--- src/verilog/mes_pkg.sv ---
// Purpose: constants and types for the mac event status block
// Assumes: one 50 MHz system clock, synchronous active-high reset
// Notes:   register map over ahb-lite, one aligned word per register
//
// Operation
// tx bus error flag bit 24 on dma error response during transmit
// tx descriptor unavailable bit 23, dma halts until tx start demand
// late collision bit 22, half duplex, collision after 64-byte window
// tx abort bit 21 after 16 consecutive collisions, half duplex
// no carrier bit 20 when carrier sense missing during transmit, half
// defer exceeded bit 19 when no-defer clear, half duplex, long defer
// tx complete bit 18 on each correctly finished transmission
// tx underflow bit 17, packet retransmitted without software
// software should raise tx fifo threshold on frequent underflow
// tx summary bit 16 is or of enabled status bits 17 to 24
// tx interrupt only when tx summary and tx master enable are set
// tx summary not stored; clearing bits 17 to 24 drops it
// control frame bit 14 in full duplex, feeds rx summary when enabled
// rx bus error bit 11 on dma error; software should reset mac
// rx descriptor unavailable bit 10, dma halts until rx start demand
// early notice bit 9 once length/type field is received
// max length exceeded bit 8, oversized packet is dropped
// missed count overflow bit 7 when missed packet counter rolls over
// runt bit 6 for frames under 64 bytes unless accept-runt set
// alignment error bit 5 when frame length not whole bytes
// writing 1 clears a status flag, writing 0 leaves it alone
// each rx flag feeds rx summary only while its enable bit is set
// rx summary bit 0 is or of enabled status bits 1 to 14
// rx interrupt only when rx summary and rx master enable bit 0
// flags sticky until cleared; event wins over same-cycle clear
package mes_pkg;

    // ------
    // register map
    // ------
    localparam logic [7:0]  MES_EVENT_ENABLE_OFF = 8'h00;
    localparam logic [7:0]  MES_EVENT_STATUS_OFF = 8'h04;
    localparam logic [7:0]  MES_CONTROL_OFF      = 8'h08;
    localparam logic [7:0]  MES_DMA_HALT_OFF     = 8'h0C;
    localparam logic [31:0] MES_STATUS_RESET     = 32'h0000_0000;
    localparam logic [31:0] MES_ENABLE_RESET     = 32'h0000_0000;

    // ------
    // field positions
    // ------
    localparam int MES_TX_BUS_ERROR_BIT    = 24;
    localparam int MES_TX_DESC_UNAVAIL_BIT = 23;
    localparam int MES_LATE_COLLISION_BIT  = 22;
    localparam int MES_TX_ABORT_BIT        = 21;
    localparam int MES_NO_CARRIER_BIT      = 20;
    localparam int MES_DEFER_EXCEEDED_BIT  = 19;
    localparam int MES_TX_COMPLETE_BIT     = 18;
    localparam int MES_TX_UNDERFLOW_BIT    = 17;
    localparam int MES_TX_SUMMARY_BIT      = 16;
    localparam int MES_FLOW_CTRL_BIT       = 14;
    localparam int MES_RX_BUS_ERROR_BIT    = 11;
    localparam int MES_RX_DESC_UNAVAIL_BIT = 10;
    localparam int MES_EARLY_NOTICE_BIT    = 9;
    localparam int MES_MAX_LEN_BIT         = 8;
    localparam int MES_MISSED_OVF_BIT      = 7;
    localparam int MES_RUNT_BIT            = 6;
    localparam int MES_ALIGN_BIT           = 5;
    localparam int MES_RX_SUMMARY_BIT      = 0;
    // control register fields
    localparam int MES_CTRL_FULL_DUPLEX_BIT = 0;
    localparam int MES_CTRL_NO_DEFER_BIT    = 1;
    localparam int MES_CTRL_ACCEPT_RUNT_BIT = 2;
    localparam int MES_CTRL_SPEED_100_BIT   = 3;
    // dma halt register fields
    localparam int MES_HALT_TX_BIT = 0;
    localparam int MES_HALT_RX_BIT = 1;

    // status bits this block owns (tx 24..17, rx 14, 11..5)
    localparam logic [31:0] MES_TX_FLAG_MASK = 32'h01FE_0000;
    localparam logic [31:0] MES_RX_FLAG_MASK = 32'h0000_4FE0;
    // summary groups as documented: tx 24..17, rx 14..1
    localparam logic [31:0] MES_TX_GROUP     = 32'h01FE_0000;
    localparam logic [31:0] MES_RX_GROUP     = 32'h0000_7FFE;

    // ------
    // timing and frame figures
    // ------
    localparam int MES_CLK_MHZ             = 50;
    localparam int MES_DEFER_100_NS        = 327680; // 0.32768 ms
    localparam int MES_DEFER_10_NS         = 3276800; // 3.2768 ms
    localparam int MES_DEFER_100_CYC =
        (MES_DEFER_100_NS * MES_CLK_MHZ) / 1000;
    localparam int MES_DEFER_10_CYC =
        (MES_DEFER_10_NS * MES_CLK_MHZ) / 1000;
    localparam logic [4:0]  MES_MAX_COLLISIONS  = 5'd16;
    localparam logic [6:0]  MES_COLLISION_WINDOW = 7'd64;
    localparam logic [15:0] MES_MIN_FRAME_BYTES = 16'd64;

    // ------
    // event carriers
    // ------
    typedef struct packed {
        logic       dma_error;     // bus error on transmit dma
        logic       desc_empty;    // no transmit descriptor
        logic       collision;     // one collision pulse
        logic [6:0] bytes_sent;    // bytes sent so far, saturating
        logic       frame_start;   // first cycle of a transmission
        logic       in_frame;      // transmission in progress
        logic       frame_ok;      // transmission finished correctly
        logic       deferring;     // waiting frame held off by carrier
        logic       underflow;     // fifo ran dry during packet
    } mes_tx_event_type;

    typedef struct packed {
        logic        ctrl_frame;   // flow control frame received
        logic        dma_error;    // bus error on receive dma
        logic        desc_empty;   // no receive descriptor
        logic        len_type_done;// length/type field received
        logic        too_long;     // frame exceeded programmed maximum
        logic        miss_rollover;// missed packet counter wrapped
        logic        frame_end;    // end of a received frame
        logic [15:0] frame_bytes;  // byte count at frame end
        logic        odd_bits;     // trailing bits not a whole byte
    } mes_rx_event_type;

endpackage : mes_pkg

--- src/verilog/mes_event_status.sv ---
// Purpose: mac event status and enable registers with summary interrupts
// Assumes: events come from logic on sys_clk_in except carrier sense pin
// Notes:   summaries are combinational; status bits 4..1 are held elsewhere
`timescale 1ns/1ps
`default_nettype none

module mes_event_status
    import mes_pkg::*;
#(
    parameter int DEFER_100_CYCLES = MES_DEFER_100_CYC,
    parameter int DEFER_10_CYCLES  = MES_DEFER_10_CYC
) (
    input  wire logic             sys_clk_in,
    input  wire logic             sys_rst_in,
    // ahb-lite slave
    input  wire logic             hsel_in,
    input  wire logic [31:0]      haddr_in,
    input  wire logic [1:0]       htrans_in,
    input  wire logic             hwrite_in,
    input  wire logic [2:0]       hsize_in,
    input  wire logic             hready_in,
    input  wire logic [31:0]      hwdata_in,
    output logic      [31:0]      hrdata_out,
    output logic                  hreadyout_out,
    output logic                  hresp_out,
    // event inputs
    input  wire mes_tx_event_type tx_event_in,
    input  wire mes_rx_event_type rx_event_in,
    input  wire logic             carrier_sense_in,
    input  wire logic             tx_start_demand_in,
    input  wire logic             rx_start_demand_in,
    // outputs
    output logic                  tx_irq_out,
    output logic                  rx_irq_out,
    output logic                  tx_dma_halt_out,
    output logic                  rx_dma_halt_out,
    output logic                  tx_abort_pulse_out,
    output logic                  tx_retry_out,
    output logic                  rx_drop_out
);

    // ------
    // ahb-lite address phase capture
    // ------
    logic        wr_pend_reg;
    logic        rd_pend_reg;
    logic [7:0]  addr_reg;
    logic        addr_valid;

    // single-cycle slave: zero wait states, always okay
    assign addr_valid = hsel_in && hready_in && htrans_in[1];
    assign hreadyout_out = 1'b1;
    assign hresp_out     = 1'b0;

    always_ff @(posedge sys_clk_in) begin
        if (sys_rst_in) begin
            wr_pend_reg <= 1'b0;
            rd_pend_reg <= 1'b0;
            addr_reg    <= 8'h00;
        end else begin
            wr_pend_reg <= addr_valid && hwrite_in;
            rd_pend_reg <= addr_valid && !hwrite_in;
            if (addr_valid) begin
                addr_reg <= haddr_in[7:0];
            end
        end
    end

    // write strobes, one per register except the read-only dma halt register, active in the data phase
    logic wr_enable;
    logic wr_status;
    logic wr_control;
    assign wr_enable  = wr_pend_reg && (addr_reg == MES_EVENT_ENABLE_OFF);
    assign wr_status  = wr_pend_reg && (addr_reg == MES_EVENT_STATUS_OFF);
    assign wr_control = wr_pend_reg && (addr_reg == MES_CONTROL_OFF);

    // ------
    // enable and control registers
    // ------
    logic [31:0] enable_reg;
    logic [3:0]  control_reg;

    always_ff @(posedge sys_clk_in) begin
        if (sys_rst_in) begin
            enable_reg <= MES_ENABLE_RESET;
        end else if (wr_enable) begin
            enable_reg <= hwdata_in;
        end
    end

    always_ff @(posedge sys_clk_in) begin
        if (sys_rst_in) begin
            control_reg <= 4'h0;
        end else if (wr_control) begin
            control_reg <= hwdata_in[3:0];
        end
    end

    logic full_duplex;
    logic half_duplex;
    assign full_duplex = control_reg[MES_CTRL_FULL_DUPLEX_BIT];
    assign half_duplex = !full_duplex;

    // ------
    // carrier sense synchroniser (pin input)
    // ------
    logic crs_meta_reg;
    logic crs_sync_reg;
    always_ff @(posedge sys_clk_in) begin
        if (sys_rst_in) begin
            crs_meta_reg <= 1'b0;
            crs_sync_reg <= 1'b0;
        end else begin
            crs_meta_reg <= carrier_sense_in;
            crs_sync_reg <= crs_meta_reg;
        end
    end

    // ------
    // collision counter, abort after sixteen in a row
    // ------
    logic [4:0] coll_cnt_reg;
    logic       abort_hit;
    assign abort_hit = half_duplex && tx_event_in.collision &&
                       (coll_cnt_reg == MES_MAX_COLLISIONS - 5'd1);
    always_ff @(posedge sys_clk_in) begin
        if (sys_rst_in || tx_event_in.frame_ok || abort_hit) begin
            coll_cnt_reg <= 5'd0;
        end else if (half_duplex && tx_event_in.collision) begin
            coll_cnt_reg <= coll_cnt_reg + 5'd1;
        end
    end

    // the abort pulse tells the transmitter to drop the packet
    always_ff @(posedge sys_clk_in) begin
        if (sys_rst_in) begin
            tx_abort_pulse_out <= 1'b0;
        end else begin
            tx_abort_pulse_out <= abort_hit;
        end
    end

    // ------
    // deferral timer; counts long enough for the slow rate
    // ------
    logic [21:0] defer_cnt_reg;
    logic        defer_limit;
    logic        defer_fired_reg;
    assign defer_limit = control_reg[MES_CTRL_SPEED_100_BIT] ?
        (defer_cnt_reg >= 22'(DEFER_100_CYCLES)) :
        (defer_cnt_reg >= 22'(DEFER_10_CYCLES));
    always_ff @(posedge sys_clk_in) begin
        if (sys_rst_in || !tx_event_in.deferring) begin
            defer_cnt_reg   <= 22'd0;
            defer_fired_reg <= 1'b0;
        end else begin
            if (!defer_limit) begin
                defer_cnt_reg <= defer_cnt_reg + 22'd1;
            end
            // fire once per deferral, not every cycle past the limit
            if (defer_limit) begin
                defer_fired_reg <= 1'b1;
            end
        end
    end

    // ------
    // event decode
    // ------
    logic [31:0] ev;
    logic        runt_seen;
    assign runt_seen = rx_event_in.frame_end &&
                       (rx_event_in.frame_bytes < MES_MIN_FRAME_BYTES);
    always_comb begin
        ev = 32'h0000_0000;
        ev[MES_TX_BUS_ERROR_BIT]    = tx_event_in.dma_error;
        ev[MES_TX_DESC_UNAVAIL_BIT] = tx_event_in.desc_empty;
        ev[MES_LATE_COLLISION_BIT]  = half_duplex &&
            tx_event_in.collision &&
            (tx_event_in.bytes_sent >= MES_COLLISION_WINDOW);
        ev[MES_TX_ABORT_BIT]        = abort_hit;
        ev[MES_NO_CARRIER_BIT]      = half_duplex && !crs_sync_reg &&
            (tx_event_in.frame_start || tx_event_in.in_frame);
        ev[MES_DEFER_EXCEEDED_BIT]  = half_duplex &&
            !control_reg[MES_CTRL_NO_DEFER_BIT] &&
            defer_limit && !defer_fired_reg;
        ev[MES_TX_COMPLETE_BIT]     = tx_event_in.frame_ok;
        ev[MES_TX_UNDERFLOW_BIT]    = tx_event_in.underflow;
        ev[MES_FLOW_CTRL_BIT]       = full_duplex &&
            rx_event_in.ctrl_frame;
        ev[MES_RX_BUS_ERROR_BIT]    = rx_event_in.dma_error;
        ev[MES_RX_DESC_UNAVAIL_BIT] = rx_event_in.desc_empty;
        ev[MES_EARLY_NOTICE_BIT]    = rx_event_in.len_type_done;
        ev[MES_MAX_LEN_BIT]         = rx_event_in.too_long;
        ev[MES_MISSED_OVF_BIT]      = rx_event_in.miss_rollover;
        ev[MES_RUNT_BIT]            = runt_seen &&
            !control_reg[MES_CTRL_ACCEPT_RUNT_BIT];
        ev[MES_ALIGN_BIT]           = rx_event_in.frame_end &&
            rx_event_in.odd_bits;
    end

    // underflow retransmits in hardware; no software step needed
    always_ff @(posedge sys_clk_in) begin
        if (sys_rst_in) begin
            tx_retry_out <= 1'b0;
        end else begin
            tx_retry_out <= tx_event_in.underflow;
        end
    end

    // oversized or runt frames are discarded by the receiver
    always_ff @(posedge sys_clk_in) begin
        if (sys_rst_in) begin
            rx_drop_out <= 1'b0;
        end else begin
            rx_drop_out <= ev[MES_MAX_LEN_BIT] || ev[MES_RUNT_BIT];
        end
    end

    // ------
    // sticky status flags, write one to clear, set beats clear
    // ------
    logic [31:0] status_reg;
    logic [31:0] status_next;
    logic [31:0] clr_mask;
    assign clr_mask = wr_status ? hwdata_in : 32'h0000_0000;
    always_comb begin
        status_next = ((status_reg & ~clr_mask) | ev) &
                      (MES_TX_FLAG_MASK | MES_RX_FLAG_MASK);
    end
    always_ff @(posedge sys_clk_in) begin
        if (sys_rst_in) begin
            status_reg <= MES_STATUS_RESET;
        end else begin
            status_reg <= status_next;
        end
    end

    // ------
    // dma halt on missing descriptor, released by start demand
    // ------
    always_ff @(posedge sys_clk_in) begin
        if (sys_rst_in) begin
            tx_dma_halt_out <= 1'b0;
        end else if (tx_event_in.desc_empty) begin
            tx_dma_halt_out <= 1'b1;
        end else if (tx_start_demand_in) begin
            tx_dma_halt_out <= 1'b0;
        end
    end

    always_ff @(posedge sys_clk_in) begin
        if (sys_rst_in) begin
            rx_dma_halt_out <= 1'b0;
        end else if (rx_event_in.desc_empty) begin
            rx_dma_halt_out <= 1'b1;
        end else if (rx_start_demand_in) begin
            rx_dma_halt_out <= 1'b0;
        end
    end

    // ------
    // summaries: pure logic, never stored, so clearing flags drops them
    // ------
    logic tx_summary;
    logic rx_summary;
    assign tx_summary = |(status_reg & enable_reg & MES_TX_GROUP);
    assign rx_summary = |(status_reg & enable_reg & MES_RX_GROUP);
    assign tx_irq_out = tx_summary &&
        enable_reg[MES_TX_SUMMARY_BIT];
    assign rx_irq_out = rx_summary &&
        enable_reg[MES_RX_SUMMARY_BIT];

    // ------
    // read data, registered at the end of the address phase
    // ------
    logic [31:0] status_view;
    always_comb begin
        status_view = status_reg;
        status_view[MES_TX_SUMMARY_BIT] = tx_summary;
        status_view[MES_RX_SUMMARY_BIT] = rx_summary;
    end

    logic [31:0] rd_mux;
    always_comb begin
        case (haddr_in[7:0])
            MES_EVENT_ENABLE_OFF: rd_mux = enable_reg;
            MES_EVENT_STATUS_OFF: rd_mux = status_view;
            MES_CONTROL_OFF:      rd_mux = {28'h0, control_reg};
            MES_DMA_HALT_OFF:     rd_mux = {30'h0, rx_dma_halt_out,
                                            tx_dma_halt_out};
            default:              rd_mux = 32'h0000_0000;
        endcase
    end

    // data is latched at the address phase so it stands in the data phase
    always_ff @(posedge sys_clk_in) begin
        if (sys_rst_in) begin
            hrdata_out <= 32'h0000_0000;
        end else if (addr_valid && !hwrite_in) begin
            hrdata_out <= rd_mux;
        end
    end

endmodule : mes_event_status

`default_nettype wire

--- config.mk ---
export PLATFORM = sky130hd
export DESIGN_NAME = mes_event_status
export DESIGN_NICKNAME = d
export VERILOG_FILES = /design/src/verilog/mes_pkg.sv /design/src/verilog/mes_event_status.sv
export SDC_FILE = /design/constraint.sdc
export NUM_CORES = 1
export LEC_CHECK = 0
export BUFFER_PORTS_ARGS = -buffer_cell sky130_fd_sc_hd__buf_2
export CAP_MARGIN = 30
export CORE_ASPECT_RATIO = 1.25
export CORE_MARGIN = 2
export CORE_UTILIZATION = 45
export CTS_BUF_LIST = sky130_fd_sc_hd__clkbuf_4 sky130_fd_sc_hd__clkbuf_8 sky130_fd_sc_hd__clkbuf_16
export CTS_CLUSTER_SIZE = 16
export DETAILED_ROUTE_END_ITERATION = 8
export GPL_TIMING_DRIVEN = 0
export PLACE_DENSITY = 0.73
export SLEW_MARGIN = 20
export SYNTH_ARGS = -nofsm -noshare
export SYNTH_HDL_FRONTEND = slang
export SYNTH_SLANG_ARGS = --single-unit
--- constraint.sdc ---
create_clock -name sys_clk_in -period 2.4 [get_ports sys_clk_in]
set_input_delay 0.24 -clock sys_clk_in [delete_from_list [all_inputs] [get_ports sys_clk_in]]
set_output_delay 0.24 -clock sys_clk_in [all_outputs]
set_load 0.005 [all_outputs]
# Yosys cells after proc, flatten, opt, wreduce, memory -nomap -nowiden
# Cells that the tools add are included.
# Widths: inputs -> output; s select.
[op_classes]
div = 0
n_shift = 0
n_mul = 0
add_sub_neg = 2
order_cmp = 4
n_eq_ne = 6
bitwise_logic = 4
reduce_logical = 39
muxes = 7
[op_table]
columns = ["operator", "n"]
rows = [
  ["$pmux 32 s4", 1],
  ["$and 25x25->25", 2],
  ["$mux 25", 1],
  ["$not 25->25", 1],
  ["$or 25x25->25", 1],
  ["$eq 8x4->1 const B", 3],
  ["$add 22x1->22 const B", 1],
  ["$ge 22x15->1 const B", 1],
  ["$ge 22x18->1 const B", 1],
  ["$logic_and 1x1->1", 21],
  ["$eq 8x3->1 const B", 2],
  ["$logic_not 8->1", 2],
  ["$lt 16x7->1 const B", 1],
  ["$reduce_or 14->1", 1],
  ["$reduce_or 8->1", 1],
  ["$ge 7x7->1 const B", 1],
  ["$logic_not 1->1", 7],
  ["$add 5x1->5 const B", 1],
  ["$eq 5x4->1 const B", 1],
  ["$logic_or 1x1->1", 5],
  ["$mux 1", 5],
  ["$reduce_bool 2->1", 2],
]
[totals]
regBits = 128
mem_bits_ro = 0
memories = 0
output_inout_bits = 41
latchBits = 0
inputBits = 116
ram_bits = 0

# Logic depth before layout (Yosys ltp)
[logic_depth]
word_depth = 6
depth_mapped = 6
mapped_depth_nobuf = 6

# Worst setup path before layout
# Ideal clock, no wire load.
[synth_path]
kind = "register -> register"
startpoint = "reg defer_cnt_reg[21]"
endpoint = "reg defer_cnt_reg[11]"
required_ns = 2.330
setup_ns = 0.070
stages_incl_launch_ff = 7
path_slack_ns = 0.273
arrival_time_ns = 2.056
synth_period_minus_slack_ns = 2.127
cell_sequence = "dfxtp_1 or4_1 clkbuf_1 or4_1 clkbuf_2 or4_1 a21oi_1"
[synth_via]
elab_chain_len = 2
[synth_rtl]
columns = ["element", "line_no", "source"]
rows = [
  ["start: declaration", "mes_event_status.sv:146", "logic [21:0] defer_cnt_reg;"],
  ["start signal: assignment", "mes_event_status.sv:158", "defer_cnt_reg <= defer_cnt_reg + 22'd1;"],
  ["$ge 22x18->1 / $ge 22x15->1 (equally long branches)", "mes_event_status.sv:151, mes_event_status.sv:150", ""],
  ["$mux 1 (*)", "mes_event_status.sv:149", "assign defer_limit = control_reg[MES_CTRL_SPEED_100_BIT] ?"],
]
# Every way passes the cells marked *; elsewhere a longest branch is shown, timed or not.
# A chain may end at the register's enable or synchronous reset.

# Worst setup path in the final report
# Ends and elaborated chain as after synthesis.

==> flow_summary.json <==
{
  "outcome": "finished clean",
  "synth.distinct_cells": 41,
  "clk_pin_slew_ns": 0.06,
  "cap_violations": 0,
  "crit_path_end_kind": "flop",
  "slew_viol_final": 0,
  "synth-seq-area-share_pct": 48.77,
  "cts_inserted_buffers": 17,
  "grt_use_total_pct": 24.74,
  "gp_congestion": 0.9100,
  "p_per_area_nw_per_um2": 736.8,
  "finClkSkew_ns": 0.008112,
  "vias_per_cell": 5.778,
  "synth_area_um2": 5254,
  "endpoint": "defer_cnt_reg[11]",
  "ant_nets": 0,
  "crit_type": "reg2reg",
  "hp-class": "in2reg",
  "p_leak_nw": 2.568,
  "grt_overflow": 0,
  "rr_endpoint": "defer_cnt_reg[11]",
  "final_hold_viol_count": 0,
  "nNetsFinal": 865,
  "drt-total-wl_um": 15470,
  "routedWlPerCell_um": 17.25,
  "final.min_clock_period_ns": 2.243,
  "worstMarginPinSlew_ns": 0.7406,
  "slowest_delay_ns": 0.58,
  "synth_top_area_share_pct": 48.77,
  "worst_slack_ns": 0.1566,
  "path_cells": "or4_4, or4_1, clkbuf_2, or4_1, a21oi_1",
  "grt_max_degree": 17,
  "antenna_found_initial": 1,
  "yosys-top-cells-area": "dfxtp_1, a21oi_1, nand2_1",
  "clockRootBuffer": "clkbuf_16",
  "die_x_um": 100.6,
  "ys_warn_count": 0,
  "rr_startpoint": "defer_cnt_reg[21]",
  "setup_viol": 0,
  "crit_required_ns": 2.75,
  "worstPathMaxFanout": 9,
  "postSynthCellCount": 614,
  "post-dp-hpwl_um": 11240,
  "ios": 157,
  "path_buf_inv": 1,
  "fmaxAchievable_mhz": 445.8,
  "final_cell_count_no_fill": 897,
  "rr_worst_depth": 5,
  "grt_pass1_wl_um": 24030,
  "yosysMostFrequentCell": "dfxtp_1",
  "critPathLaunchType": "flop",
  "syn_nets": 734,
  "die-area_um2": 12560,
  "synth_edf_count": 0,
  "row_count": 44,
  "clockBufferDepth": 2,
  "ys_top_cells_by_count": "dfxtp_1, nand2_1, a21oi_1, nor2_1, clkbuf_1",
  "clkSinkCount": 128,
  "cp_data_arrival_time_ns": 2.59,
  "drive_gt1_share_pct": 22.82,
  "ys_ff_latch": 128,
  "place_ws_ns": -0.1462,
  "async_flop_share_pct": 0,
  "yosysTopAreaCell": "dfxtp_1",
  "crit_top_cell": "or4_1",
  "n_fill_cell": 1028,
  "rrSetupSlack_ns": 0.16,
  "drc": 0,
  "avgSynthCellArea_um2": 8.557,
  "startpoint": "defer_cnt_reg[21]",
  "timing.final.crit_share_pct": 93.47,
  "core_um2": 11510,
  "vdd_drop_max_v": 0.0004221,
  "portBuffers": 113,
  "slew_headroom_pct": 50.25,
  "dr.pass1.iters": 5,
  "initial_utilization_pct": 45.66,
  "critical_path.top_delay_family": "simple AND/OR/NAND/NOR gates",
  "drtIter0Drc": 424,
  "dp_cells": 865,
  "cts_tree": "built",
  "via_count": 5183,
  "clk_latency_ns": 0.42,
  "ys.flop_type": "dfxtp_1",
  "worstSetupPathDepth": 5,
  "grt_pass1_vias": 4946,
  "die-height_um": 124.8,
  "htreeDepth": 4,
  "cp_slowest_cell": "or4_4",
  "area_growth_pct": 24.70
}
==> what timing repair did <==
action | 4_1_cts | 5_1_grt
resized for setup | 1 | 5
buffers inserted | 0 | 0
endpoints found under the setup margin | 30 | 7
cloned | 0 | 0
hold buffers | 0 | 0
==> worst register-to-register path: stages, from the launching register on <==
cell	delay (ns)
dfxtp_1	0.32
or4_4	0.58
or4_1	0.52
clkbuf_2	0.19
or4_1	0.42
a21oi_1	0.14
==> power breakdown <==
group	leakage (nW)	switching [mW]	internal [mW]
logic	1.27	0.158	0.103
clock network	0.256	0.971	1.41
registers	1.04	0.0264	2.16
total	2.57	1.16	3.67
==> logic make-up after synthesis <==
logic type      after synthesis  share of synthesized area, %
simple gates                247                         22.91
compound gates              146                         16.86
flops                       128                         48.77
buf+inv                      59                         4.382
mux                          28                         5.978
fa+ha+maj                     4                        0.9526
other cells                   2                        0.1429
==> how the worst min path moves through the flow <==
stage,start,endpoint,slack [ns],depth (start not counted)
3_3_place_gp,crs_meta_reg,crs_sync_reg,0.43,1
3_5_place_dp,crs_meta_reg,crs_sync_reg,0.43,1
2_1_floorplan,tx_event_in[2],coll_cnt_reg[3],0.32,1
6_report,tx_event_in[14],status_reg[24],0.03,3
5_1_grt,tx_event_in[14],status_reg[24],0.05,3
4_1_cts,carrier_sense_in,crs_meta_reg,0.03,2
==> metrics by stage <==
step / cell area (um^2) / utilization, % / TNS, ns / hold WS (ns) / power, mW
after floorplan: 5254 / - / 0 / 0.3185 / 2.350
after global placement: 5992 / 52.08 / -0.6132 / 0.4251 / 2.478
after detailed placement: 5992 / 52.08 / -2.755 / 0.4320 / 2.487
after CTS: 6546 / 56.89 / 0 / 0.02735 / 4.835
after global routing: 6549 / 56.92 / -0.01184 / 0.04503 / 4.976
final: 6551 / 56.94 / 0 / 0.03281 / 4.827
==> layout by cell type (no fill, tap or decap), drive strengths merged, types with 3 or more instances in the layout <==
master | synthesis | final
a21oi | 79 | 79
a22oi | 24 | 24
a32oi | 11 | 11
and2 | 7 | 7
and3 | 6 | 6
buf | 2 | 115
clkbuf | 42 | 58
clkinv | 0 | 8
clkinvlp | 0 | 6
dfxtp | 128 | 128
ha | 4 | 4
inv | 15 | 15
mux2 | 17 | 17
mux2i | 10 | 10
nand2 | 98 | 98
nand2b | 4 | 4
nand3 | 12 | 12
nand4 | 17 | 17
nand4b | 3 | 3
nor2 | 48 | 48
nor2b | 6 | 6
nor3 | 13 | 13
nor4 | 6 | 6
nor4b | 3 | 3
o21a | 3 | 3
o21ai | 13 | 13
o31ai | 10 | 10
or4 | 15 | 15
==> per-layer routing <==
layer / share of wire (%) / vias up / GRT usage [%] / wire, um
met4: 2.9 / 0 / 10.15 / 441
li1: - / 2458 / - / -
met3: 7.4 / 35 / 6.566 / 1151
met5: 0 / - / 0 / 0
met2: 50 / 223 / 42.27 / 7748
met1: 40 / 2467 / 28.84 / 6131
==> final cells by class <==
cell class                      count  area (um^2)  share of cell area [%]
Multi-Input combinational cell    427         2471                   37.72
Inverter                           15        56.30                  0.8594
Clock buffer                       17        425.4                   6.494
Clock inverter                     15        122.6                   1.872
Sequential cell                   128         2562                   39.11
Buffer                             43        172.7                   2.636
Timing Repair Buffer              113        565.5                   8.633
Antenna cell                        1        2.502                 0.03820
Tap cell                          138        172.7                   2.636
No activity file was read; power rests on OpenSTA's default activity.
